`src/core/opc_pkg.sv`:
```
// Package for the operator panel control block: map, layouts and timing
package opc_pkg;

   // ---------------------------------------------------------------
   // Register map (byte addresses)
   // ---------------------------------------------------------------
   localparam logic [7:0] OPC_CTRL_OFFSET   = 8'h00;
   localparam logic [7:0] OPC_STATUS_OFFSET = 8'h04;
   localparam logic [7:0] OPC_LAMPS_OFFSET  = 8'h08;

   // CTRL fields
   localparam int OPC_CTRL_SOFT_CLEAR_BIT = 0;
   localparam int OPC_CTRL_LAMP_TEST_BIT  = 1;
   localparam logic [1:0] OPC_CTRL_RESET  = 2'h0;

   // STATUS fields
   localparam int OPC_STAT_RUN_BIT    = 0;
   localparam int OPC_STAT_STOP_BIT   = 1;
   localparam int OPC_STAT_MANUAL_BIT = 2;
   localparam int OPC_STAT_STORE_BIT  = 3;
   localparam int OPC_STAT_NORM_BIT   = 4;

   // ---------------------------------------------------------------
   // Widths and reset values
   // ---------------------------------------------------------------
   localparam int OPC_WORD_W = 12;
   localparam int OPC_LAMP_W = 13;
   localparam logic [12:0] OPC_LAMPS_RESET = 13'h0000;

   // ---------------------------------------------------------------
   // Timing
   // ---------------------------------------------------------------
   localparam int OPC_CLK_MHZ      = 50;
   localparam int OPC_NORM_PULSE_NS = 1000;
   localparam int OPC_NORM_CYCLES  = (OPC_NORM_PULSE_NS * OPC_CLK_MHZ + 999) / 1000;
   localparam logic [7:0] OPC_NORM_LAST = 8'(OPC_NORM_CYCLES - 1);

   // ---------------------------------------------------------------
   // Carriers
   // ---------------------------------------------------------------
   typedef struct packed {
      logic store;
      logic fetch;
      logic start;
      logic stop_sw;
      logic master_clr;
      logic clear;
      logic sel_a;
      logic sel_p;
      logic sel_w;
   } opc_panel_type;

   typedef struct packed {
      logic start;
      logic stop_sw;
      logic load;
      logic master_clr;
   } opc_remote_type;

   typedef struct packed {
      logic bus_to_accum;
      logic accum_to_bus;
      logic pc_to_bus;
      logic ybuf_into_pc;
      logic bus_to_ybuf_upper;
      logic bus_to_ybuf_lower;
      logic bus_to_word_reg;
      logic word_low_to_bus;
      logic word_high_to_bus;
   } opc_xfer_type;

   typedef enum logic [2:0] {
      OPC_IDLE,
      OPC_TF1,
      OPC_TF2,
      OPC_TF3,
      OPC_TF4
   } opc_state_type;

endpackage

```
`src/core/opc_panel_ctrl.sv`:
```
// Operator panel control: manual store/fetch, master clear, switches, lamps
//
// Operation
// - Stopped store plus start writes word to memory
// - Program counter advances after manual store
// - Store and fetch share one manual cycle
// - Read select held off while store held
// - Store suppresses word register reset
// - Master clear only at stop, spares accumulator/word
// - Normalized clear plus inverted copy to bus
// - Data switches force ones, stop only
// - Switches 1-12 to bus, 13 separate
// - Lamps: accumulator running, selection when stopped
// - Accumulator reset presets lamps while running
// - Strobe on bus-to-accum and run; zero clears
// - Stopped: lamps follow register bus directly
// - Lamp 13: overflow or bus bit 13
// - Clear switch resets selected register, stopped only
// - Alteration only stopped; accumulator display when running or selected
// - Accumulator select drives both accumulator transfers
// - PC select: to bus, ybuf loads, back
// - Word select: into word, both halves out
// - Remote start, stop and master clear ORed with local ones
// - Manual fetch runs TF1-TF4 then halts
// - Stop enables panel; run honours start only
`timescale 1ns/100ps
`default_nettype none

module opc_panel_ctrl
   import opc_pkg::*;
#(
   parameter int WORD_W = OPC_WORD_W
) (
   // Clock and reset
   input  wire logic                 pclk,
   input  wire logic                 presetn,
   // APB slave
   input  wire logic                 psel,
   input  wire logic                 penable,
   input  wire logic                 pwrite,
   input  wire logic [7:0]           paddr,
   input  wire logic [31:0]          pwdata,
   output logic      [31:0]          prdata,
   output logic                      pready,
   output logic                      pslverr,
   // Operator panel and remote panel
   input  wire opc_panel_type        panel_in,
   input  wire opc_remote_type       remote_in,
   input  wire logic [12:0]          panel_data_switches,
   output logic      [12:0]          lamps,
   // Processor side inputs
   input  wire logic [WORD_W-1:0]    reg_bus_in,
   input  wire logic                 reg_bus_bit13_in,
   input  wire logic                 add_overflow_flag,
   input  wire logic                 accum_reset_line,
   input  wire logic                 exec_done,
   input  wire logic                 proc_bus_to_accum,
   // Processor side outputs
   output opc_xfer_type              xfer,
   output logic      [WORD_W-1:0]    panel_bus_data,
   output logic                      bus_bit_thirteen,
   output logic                      run_flag,
   output logic                      manual_cycle_req,
   output logic                      memory_read_select,
   output logic                      memory_cycle_start,
   output logic                      pc_increment,
   output logic                      word_reset,
   output logic                      accum_clear,
   output logic                      pc_zeroing,
   output logic                      normalized_master_reset,
   output logic                      io_bus_external_reset_n
);

   // ---------------------------------------------------------------
   // Input synchronizers
   // ---------------------------------------------------------------
   localparam int SYNC_W = $bits(opc_panel_type) + $bits(opc_remote_type) + 13;

   logic [SYNC_W-1:0] sync1_reg;
   logic [SYNC_W-1:0] sync2_reg;
   opc_panel_type     pnl;
   opc_remote_type    rmt;
   logic [12:0]       dsw;

   always_ff @(posedge pclk or negedge presetn) begin
      if (!presetn) begin
         sync1_reg <= '0;
         sync2_reg <= '0;
      end else begin
         sync1_reg <= {panel_in, remote_in, panel_data_switches};
         sync2_reg <= sync1_reg;
      end
   end

   assign {pnl, rmt, dsw} = sync2_reg;

   // ---------------------------------------------------------------
   // Combined controls
   // ---------------------------------------------------------------
   logic stop_mode;
   logic start_lvl;
   logic clr_lvl;
   logic start_prev_reg;
   logic start_edge;
   logic stopped;
   logic [1:0] ctrl_reg;

   assign stop_mode = pnl.stop_sw | rmt.stop_sw;
   assign start_lvl = pnl.start | rmt.start;
   assign clr_lvl   = pnl.master_clr | rmt.master_clr
                      | ctrl_reg[OPC_CTRL_SOFT_CLEAR_BIT];
   // Load is only carried through for the remote's sake
   assign start_edge = start_lvl & ~start_prev_reg;
   assign stopped    = stop_mode & ~run_flag;

   always_ff @(posedge pclk or negedge presetn) begin
      if (!presetn) begin
         start_prev_reg <= 1'b0;
      end else begin
         start_prev_reg <= start_lvl;
      end
   end

   // ---------------------------------------------------------------
   // Master clear normalizer
   // ---------------------------------------------------------------
   // One fixed-width pulse per press, however long the switch is held
   logic       clr_armed_reg;
   logic [7:0] norm_cnt_reg;
   logic       norm_active;

   assign norm_active = normalized_master_reset;

   always_ff @(posedge pclk or negedge presetn) begin
      if (!presetn) begin
         clr_armed_reg           <= 1'b1;
         norm_cnt_reg            <= 8'h00;
         normalized_master_reset <= 1'b0;
         io_bus_external_reset_n <= 1'b1;
      end else begin
         if (!clr_lvl) begin
            clr_armed_reg <= 1'b1;
         end
         if (clr_lvl && clr_armed_reg && stop_mode && !norm_active) begin
            clr_armed_reg           <= 1'b0;
            norm_cnt_reg            <= OPC_NORM_LAST;
            normalized_master_reset <= 1'b1;
            io_bus_external_reset_n <= 1'b0;
         end else if (norm_active) begin
            if (norm_cnt_reg == 8'h00) begin
               normalized_master_reset <= 1'b0;
               io_bus_external_reset_n <= 1'b1;
            end else begin
               norm_cnt_reg <= norm_cnt_reg - 8'h01;
            end
         end
      end
   end

   // ---------------------------------------------------------------
   // Run flag and manual cycle sequencer
   // ---------------------------------------------------------------
   opc_state_type state_reg;
   logic          store_cycle_reg;
   logic          req_lvl;

   assign req_lvl = stop_mode & (pnl.store | pnl.fetch);

   always_ff @(posedge pclk or negedge presetn) begin
      if (!presetn) begin
         state_reg        <= OPC_IDLE;
         store_cycle_reg  <= 1'b0;
         run_flag         <= 1'b0;
         manual_cycle_req <= 1'b0;
      end else begin
         manual_cycle_req <= req_lvl;
         if (norm_active) begin
            state_reg       <= OPC_IDLE;
            store_cycle_reg <= 1'b0;
            run_flag        <= 1'b0;
         end else begin
            case (state_reg)
               OPC_IDLE: begin
                  if (start_edge && !run_flag) begin
                     run_flag <= 1'b1;
                     if (req_lvl) begin
                        state_reg       <= OPC_TF1;
                        store_cycle_reg <= pnl.store;
                     end
                  end else if (run_flag && stop_mode && exec_done) begin
                     run_flag <= 1'b0;
                  end
               end
               OPC_TF1: state_reg <= OPC_TF2;
               OPC_TF2: state_reg <= OPC_TF3;
               OPC_TF3: state_reg <= OPC_TF4;
               OPC_TF4: begin
                  state_reg       <= OPC_IDLE;
                  run_flag        <= 1'b0;
                  store_cycle_reg <= 1'b0;
               end
               default: state_reg <= OPC_IDLE;
            endcase
         end
      end
   end

   // ---------------------------------------------------------------
   // Memory cycle controls
   // ---------------------------------------------------------------
   logic in_tf1;
   logic in_tf2;
   logic in_tf3;

   assign in_tf1 = (state_reg == OPC_TF1);
   assign in_tf2 = (state_reg == OPC_TF2);
   assign in_tf3 = (state_reg == OPC_TF3);

   always_ff @(posedge pclk or negedge presetn) begin
      if (!presetn) begin
         memory_read_select <= 1'b0;
         memory_cycle_start <= 1'b0;
         pc_increment       <= 1'b0;
      end else begin
         memory_cycle_start <= in_tf1;
         pc_increment       <= in_tf1;
         if (in_tf1) begin
            memory_read_select <= ~(store_cycle_reg | pnl.store);
         end else if (pnl.store || state_reg == OPC_IDLE) begin
            memory_read_select <= 1'b0;
         end
      end
   end

   // ---------------------------------------------------------------
   // Register clear and selection transfers
   // ---------------------------------------------------------------
   logic sel_a;
   logic sel_p;
   logic sel_w;
   logic man_clr;

   assign sel_a   = pnl.sel_a;
   assign sel_p   = pnl.sel_p & ~pnl.sel_a;
   assign sel_w   = pnl.sel_w & ~pnl.sel_a & ~pnl.sel_p;
   assign man_clr = stopped & pnl.clear;

   always_ff @(posedge pclk or negedge presetn) begin
      if (!presetn) begin
         accum_clear <= 1'b0;
         pc_zeroing  <= 1'b0;
         word_reset  <= 1'b0;
      end else begin
         accum_clear <= man_clr & sel_a;
         pc_zeroing  <= (man_clr & sel_p) | norm_active;
         word_reset  <= (man_clr & sel_w)
                        | (in_tf2 & ~store_cycle_reg);
      end
   end

   always_ff @(posedge pclk or negedge presetn) begin
      if (!presetn) begin
         xfer <= '0;
      end else begin
         xfer.bus_to_accum      <= stopped & sel_a;
         xfer.accum_to_bus      <= stopped & sel_a;
         xfer.pc_to_bus         <= (stopped & sel_p) | in_tf1;
         xfer.ybuf_into_pc      <= stopped & sel_p;
         xfer.bus_to_ybuf_upper <= stopped | in_tf1;
         xfer.bus_to_ybuf_lower <= stopped | in_tf1;
         xfer.bus_to_word_reg   <= stopped & sel_w;
         xfer.word_low_to_bus   <= stopped & sel_w;
         xfer.word_high_to_bus  <= stopped & sel_w;
      end
   end

   // ---------------------------------------------------------------
   // Data switches onto the register bus
   // ---------------------------------------------------------------
   always_ff @(posedge pclk or negedge presetn) begin
      if (!presetn) begin
         panel_bus_data   <= '0;
         bus_bit_thirteen <= 1'b0;
      end else begin
         panel_bus_data   <= stopped ? dsw[WORD_W-1:0] : '0;
         bus_bit_thirteen <= stopped & dsw[12];
      end
   end

   // ---------------------------------------------------------------
   // Lamp display
   // ---------------------------------------------------------------
   // Panel bus-to-accum only stands while stopped, so only the processor's strobes
   logic lamp_preset;
   logic lamp_data_strobe;
   logic lamp13_ovf;

   assign lamp_preset      = accum_reset_line & run_flag;
   assign lamp_data_strobe = proc_bus_to_accum & run_flag & ~lamp_preset;
   assign lamp13_ovf       = ~stop_mode | sel_a;

   always_ff @(posedge pclk or negedge presetn) begin
      if (!presetn) begin
         lamps <= OPC_LAMPS_RESET;
      end else if (ctrl_reg[OPC_CTRL_LAMP_TEST_BIT]) begin
         lamps <= '1;
      end else begin
         if (!run_flag) begin
            lamps[WORD_W-1:0] <= reg_bus_in;
         end else if (lamp_preset) begin
            lamps[WORD_W-1:0] <= '1;
         end else if (lamp_data_strobe) begin
            lamps[WORD_W-1:0] <= lamps[WORD_W-1:0] & reg_bus_in;
         end
         lamps[12] <= lamp13_ovf ? add_overflow_flag : reg_bus_bit13_in;
      end
   end

   // ---------------------------------------------------------------
   // APB slave, zero wait states
   // ---------------------------------------------------------------
   logic setup;
   logic mapped;

   assign setup  = psel & ~penable;
   assign mapped = (paddr == OPC_CTRL_OFFSET) | (paddr == OPC_STATUS_OFFSET)
                   | (paddr == OPC_LAMPS_OFFSET);

   always_ff @(posedge pclk or negedge presetn) begin
      if (!presetn) begin
         pready  <= 1'b0;
         pslverr <= 1'b0;
         prdata  <= 32'h0000_0000;
      end else begin
         pready  <= setup;
         pslverr <= setup & ~mapped;
         if (setup && !pwrite) begin
            case (paddr)
               OPC_CTRL_OFFSET:   prdata <= {30'h0, ctrl_reg};
               OPC_STATUS_OFFSET: prdata <= {27'h0, norm_active, store_cycle_reg,
                                             state_reg != OPC_IDLE, stop_mode, run_flag};
               OPC_LAMPS_OFFSET:  prdata <= {19'h0, lamps};
               default:           prdata <= 32'h0000_0000;
            endcase
         end
      end
   end

   // Soft clear self-clears once the normalizer has taken it
   always_ff @(posedge pclk or negedge presetn) begin
      if (!presetn) begin
         ctrl_reg <= OPC_CTRL_RESET;
      end else if (psel && penable && pready && pwrite && paddr == OPC_CTRL_OFFSET) begin
         ctrl_reg <= pwdata[1:0];
      end else if (norm_active) begin
         ctrl_reg[OPC_CTRL_SOFT_CLEAR_BIT] <= 1'b0;
      end
   end

endmodule

`default_nettype wire

```
`config.mk`:
```
export PLATFORM = sky130hd
export DESIGN_NAME = opc_panel_ctrl
export DESIGN_NICKNAME = d
export VERILOG_FILES = /design/src/core/opc_pkg.sv /design/src/core/opc_panel_ctrl.sv
export SDC_FILE = /design/constraint.sdc
export NUM_CORES = 1
export LEC_CHECK = 0
export ABC_AREA = 1
export BUFFER_PORTS_ARGS = -buffer_cell sky130_fd_sc_hd__buf_4
export CORE_MARGIN = 2
export CORE_UTILIZATION = 49
export CTS_CLUSTER_DIAMETER = 100
export DETAILED_ROUTE_END_ITERATION = 16
export PLACE_DENSITY = 0.79
export SYNTH_ARGS = -nofsm -noshare
export SYNTH_HDL_FRONTEND = slang
export SYNTH_SLANG_ARGS = --single-unit
```
`constraint.sdc`:
```
create_clock -name pclk -period 1.87 [get_ports pclk]
set_clock_uncertainty 0.2 [all_clocks]
set_input_delay 0 -clock pclk [delete_from_list [all_inputs] [get_ports pclk]]
set_output_delay 0 -clock pclk [all_outputs]
set_load 0.02 [all_outputs]
```
# == Word level (Yosys, flattened, before mapping) ==
# Cells that the tools add are included.
# totals
ff_bits,142
input_bits,88
output_inout_bits,79
wordCells,150
# classes
addsub,1
eq_ne,12
n_mux,34
n_bitwise,44
n_reduce_logical,29
# ops
cell,n
$mux 12,4
$pmux 13 s3,1
$mux 8,3
$and 1x1->1,20
$mux 1,19
$logic_not 8->1,2
$mux 13,1
$or 1x1->1,13
$and 12x12->12,1
$pmux 3 s4,1
$logic_and 1x1->1,11
$not 1->1,10
$mux 3,3
$eq 8x3->1 const B,1
$eq 8x4->1 const B,1
$reduce_and 2->1,4
$reduce_bool 2->1,4
$sub 8x1->8 const B,1
$eq 3x2->1 const B,2
$ne 3x3->1 const B,2
$reduce_bool 3->1,2
$ne 4x1->1 const B,1
$ne 4x4->1 const B,1
$pmux 1 s2,2
8 further kinds,10

# == Depth between registers and ports, before layout ==
# depth
word_depth,7
ltp_mapped,8
ltp_nobuf,8

# == Worst setup path before layout ==
# No wires, ideal clock.
# synth_timing
kind,register to register
from,reg norm_cnt_reg[0]
to,reg norm_cnt_reg[4]
setup_time_ns,0.124
arrival_time_ns,1.219
setup_slack_ns,0.326
stages_incl_launch_ff,8
n_path_buf,0
path_cell_list,dfrtp_1 inv_1 ha_1 nand3_1 nor2_1 nor2_4 nand3_1 nand3_1
# synth_via
elab_chain_cells,4
word_cells_on_any_way,7
# synth_lines
item,line,rtl
from (decl),opc_panel_ctrl.sv:129,logic [7:0] norm_cnt_reg;
from (signal assigned),opc_panel_ctrl.sv:154,norm_cnt_reg <= norm_cnt_reg - 8'h01;
$sub 8x1->8,opc_panel_ctrl.sv:154,
$mux 8,opc_panel_ctrl.sv:150,if (norm_cnt_reg == 8'h00) begin
$mux 8,opc_panel_ctrl.sv:149,end else if (norm_active) begin
$mux 8,opc_panel_ctrl.sv:144,if (clr_lvl && clr_armed_reg && stop_mode && !norm_active) begin
# Several ways; a longest one is shown, not always the timed one. The select of a mux whose other input is x is not followed.
# A chain may end at the register's enable or synchronous reset.

# == Final worst setup path ==
# layout_timing
from,in paddr[2]
to,reg pslverr
# layout_via
elab_chain_cells,5
word_cells_on_any_way,7
# layout_lines
item,line,rtl
from (decl),opc_panel_ctrl.sv:41,"input wire logic [7:0] paddr,"
$eq 8x3->1 or $logic_not 8->1 (tied branches),opc_panel_ctrl.sv:326,assign mapped = (paddr == OPC_CTRL_OFFSET) | (paddr == OPC_STATUS_OFFSET)
$or 1x1->1,opc_panel_ctrl.sv:326,
$or 1x1->1 (*),opc_panel_ctrl.sv:327,| (paddr == OPC_LAMPS_OFFSET);
$not 1->1 (*),opc_panel_ctrl.sv:336,pslverr <= setup & ~mapped;
$and 1x1->1 (*),opc_panel_ctrl.sv:336,
to (signal assigned),opc_panel_ctrl.sv:336,
to (decl),opc_panel_ctrl.sv:45,"output logic pslverr,"
# Mark *: on every way between the ends. The rest lies on a longest branch, timed or not.

==> results.md <==
| Metric | This run |
|:---|:---|
| Via count of the first global-routing pass | 3774 |
| Slew at the pin closest to its max-slew limit | 513.4 ps |
| Buffers inserted during post-CTS setup optimization | 0 |
| Critical path endpoint category | flip-flop |
| Fin crit share | 0.9665 |
| Number of cells produced by synthesis | 430 |
| Synth Cell Area | 4532 sq um |
| Start point of the critical path | paddr[2] |
| Critical Path AT | 2000 ps |
| Critical Path Slowest Stage Cell | sky130_fd_sc_hd__dlygate4sd3_1 |
| Cell type with the largest total area after synthesis | sky130_fd_sc_hd__dfrtp_1 |
| Number of cells on the worst reg-to-reg path | 7 |
| Number of H-tree levels | 4 |
| Worst r2r dst | norm_cnt_reg[4] |
| Static Leakage | 3.366 nW |
| First-pass GRT wire length | 17.87 mm |
| Cell breakdown of the critical path | dlygate4sd3_1 > buf_4 > inv_1 > nand2_1 > nor2_2 > dlygate4sd3_1 > nand2_2 > and3_1 |
| Share of flip-flops with an asynchronous set or reset | 1.000 |
| Top area cells in the synthesized netlist | sky130_fd_sc_hd__dfrtp_1 (66%), sky130_fd_sc_hd__nand2_1 (6.6%), sky130_fd_sc_hd__buf_4 (4.3%) |
| Kind of start point of the critical path | input port |
| Clock net sink count | 121 |
| Combinational fraction of design power | 0.195 |
| Number of enable-type register cells in the synthesized netlist | 0 |
| Fin crit period | 1807 ps |
| Total Die Area | 10030 sq um |
| Clk pin slew, worst setup/hold paths | 60 ps |
| Final hold slack | 68.66 ps |
| Most repeated library cell on the critical path | sky130_fd_sc_hd__dlygate4sd3_1 |
| Detailed-route wire length | 10.93 mm |
| Internal portion of total power | 5.235 mW |
| Pwr dens | 1073 nW/um^2 |
| DP Worst Slack | 150.4 ps |
| Cell family with most CP delay | buffers and inverters |
| Maximum clock frequency | 553.3 MHz |
| Clock power frac | 0.384 |
| CTS root buffer | sky130_fd_sc_hd__clkbuf_8 |
| Number of synthesis warnings | 0 |
| Switching power share of the total | 0.2921 |
| Average size of a mapped cell | 10.54 sq um |
| Starting Density | 0.4975 |
| Buffers plus inverters on the worst setup path | 4 |
| Vias per std cell | 4.827 |
| Relative contribution of sequential cells to total power | 0.421 |
| Pin count of the biggest net entering global routing | 43 |
| Number of pins exceeding their max-slew limit in the final report | 0 |
| Area fraction of the dominant cell type after synthesis | 0.6571 |
| Most frequent cell after synthesis | sky130_fd_sc_hd__dfrtp_1 |
| Startpoint of the worst-slack reg-to-reg timing path | norm_cnt_reg[0] |
| Switching component of the power | 2.161 mW |
| Worst path depth | 8 |
| Max-cap violations | 0 |
| Final routed wire length divided by cell count | 14.18 um |
| Area of the core | 9109 sq um |
| Gr ovfl total | 0 |
| Highest cell delay on the worst timing path | 680 ps |
| Gpl congestion | 0.8723 |
| First drt pass iteration count | 5 |
| Maximum net fanout on the critical path | 9 |
| Headroom to the max-slew limit | 0.6577 |
| Share of final-layout standard cells stronger than drive strength 1 | 0.2561 |
| Drc violations | 0 |
| Placed wire-length estimate | 6.619 mm |
| Leading post-synthesis cells by instance count | sky130_fd_sc_hd__dfrtp_1 (119), sky130_fd_sc_hd__nand2_1 (80), sky130_fd_sc_hd__inv_1 (45), sky130_fd_sc_hd__nor2_1 (45), sky130_fd_sc_hd__nand3_1 (32) |
| Number of rows in the core area | 35 |
| Clock buffer depth | 2 |
| Floorplan die width | 100.2 um |
| Flops & latches, synth | 121 |
| Final hold violation count | 0 |
| GRT Total Usage | 0.2337 |
| Number of clock buffers inserted by TritonCTS | 17 |
| Destination of the critical timing path | pslverr |
| Starting DRC count in detailed routing | 154 |
| Distinct cell type count after synthesis | 35 |
| Net count reported at finish | 736 |
| Worst reg-to-reg setup slack | 160 ps |
| Tightest Hold Check Type | input port to flip-flop |
| Outcome | complete, no violations |
| Antenna violations before repair | 0 |
| Seq/Total Area, Yosys | 0.6687 |
| Area Growth Syn to Fin | 52.04% |
| Worst VDD drop | 856.0 uV |
| Antenna viol nets, final | 0 |
| Least setup slack across all paths after layout | 62.73 ps |
| Required time worst endpoint | 2060 ps |
| Num ports | 167 |
| Critical Setup Path Class | input port to flip-flop |
| Final-layout setup total negative slack | 0 ps |
| CTS tree | done |
| Vertical die dimension | 100.2 um |
| Top FF cell, synth | sky130_fd_sc_hd__dfrtp_1 |
| Number of antenna diodes | 0 |
| Count of buffers from port buffering | 116 |
| Final-report setup violation count | 0 |
| Clk Latency, worst-skew pair | 500 ps |
| Routed via count | 3722 |
-- layout by cell type (no fill, tap or decap), types with 2 or more instances in the layout --
cell                            instances
sky130_fd_sc_hd__dlygate4sd3_1         90
sky130_fd_sc_hd__clkinvlp_4             5
sky130_fd_sc_hd__dfstp_2                2
sky130_fd_sc_hd__dfrtp_1              119
sky130_fd_sc_hd__nand4_1                2
sky130_fd_sc_hd__o22ai_1                7
sky130_fd_sc_hd__conb_1                19
sky130_fd_sc_hd__clkbuf_16             16
sky130_fd_sc_hd__nor4_1                 6
sky130_fd_sc_hd__a21oi_1               10
sky130_fd_sc_hd__buf_12                 2
sky130_fd_sc_hd__nand3_1               32
sky130_fd_sc_hd__nand2_2                4
sky130_fd_sc_hd__inv_2                  2
sky130_fd_sc_hd__clkinv_2               3
sky130_fd_sc_hd__clkbuf_8               4
sky130_fd_sc_hd__buf_4                120
sky130_fd_sc_hd__nor2_2                 2
sky130_fd_sc_hd__and3_1                 2
sky130_fd_sc_hd__nor2_1                44
sky130_fd_sc_hd__nor3_1                 2
sky130_fd_sc_hd__inv_1                 45
sky130_fd_sc_hd__clkbuf_1               2
sky130_fd_sc_hd__nand2_1               79
sky130_fd_sc_hd__o21ai_0               24
-- worst min-delay path: stages --
cell and delay [ps]:
sky130_fd_sc_hd__dlygate4sd3_1 520, sky130_fd_sc_hd__buf_4 100, sky130_fd_sc_hd__o22ai_1 60, sky130_fd_sc_hd__inv_1 50
-- stage by stage --
stage                     total power [mW]    util  instance area [sq um]  cells
final                                7.396  0.7565                   6890    771
after global routing                 7.774  0.7565                   6890    771
after CTS                            7.430  0.7556                   6883    771
after detailed placement             4.429  0.5971                   5439    648
after global placement               4.362  0.5971                   5439    648
after floorplan                      3.948       -                   4599    448
-- layout make-up --
class                           instances  area, sq um
Clock buffer                           22        462.9
Clock inverter                         10        70.07
Fill cell                             567         2218
Inverter                               48        182.7
Multi-Input combinational cell        246         1151
Sequential cell                       121         3030
Tap cell                              111        138.9
Timing Repair Buffer                  213         1854
-- worst min path at each step --
| stage | cells past startpoint | endpoint | slack, ps | start |
|---|---|---|---|---|
| 2_1_floorplan | 0 | accum_clear | -500 | presetn |
| 3_3_place_gp | 1 | sync1_reg[1] | -200 | presetn |
| 3_5_place_dp | 1 | sync2_reg[1] | -190 | presetn |
| 4_1_cts | 4 | lamps[10] | 40 | reg_bus_in[10] |
| 5_1_grt | 4 | lamps[3] | 70 | reg_bus_in[3] |
| 6_report | 4 | lamps[9] | 70 | reg_bus_in[9] |
-- per-layer routing --
layer / GRT usage / vias to the layer above / share of wire
li1: - / 1759 / -
met1: 0.2881 / 1810 / 0.40
met2: 0.4084 / 136 / 0.53
met3: 0.05084 / 17 / 0.049
met4: 0.08114 / 0 / 0.014
met5: 0 / - / 0
-- power by group through the flow --
stage / Clock [mW] / Combinational [mW] / Sequential, mW
floorplan: 0 / 0.733 / 3.22
global placement: 0 / 1.23 / 3.13
detailed placement: 0 / 1.29 / 3.14
CTS: 2.89 / 1.43 / 3.10
global route: 3.03 / 1.60 / 3.14
finish: 2.84 / 1.44 / 3.11
-- cell families after synthesis --
kind of cell / after synthesis / share of synthesized area
other: 1 / 0.0008275
adders and majority gates: 1 / 0.002760
DFF: 121 / 0.6687
buffers and inverters: 81 / 0.09332
and+or+nand+nor: 180 / 0.1770
xor gates and xnor gates: 1 / 0.001933
AOI/OAI and AO/OA: 45 / 0.05550
-- timing repair --
item | CTS | global route
resized for setup | 0 | 3
hold buffers | 91 | 0
hold endpoints to repair | 177 | 0
setup endpoints to repair | 0 | 17
No activity file was read; power rests on OpenSTA's default activity.
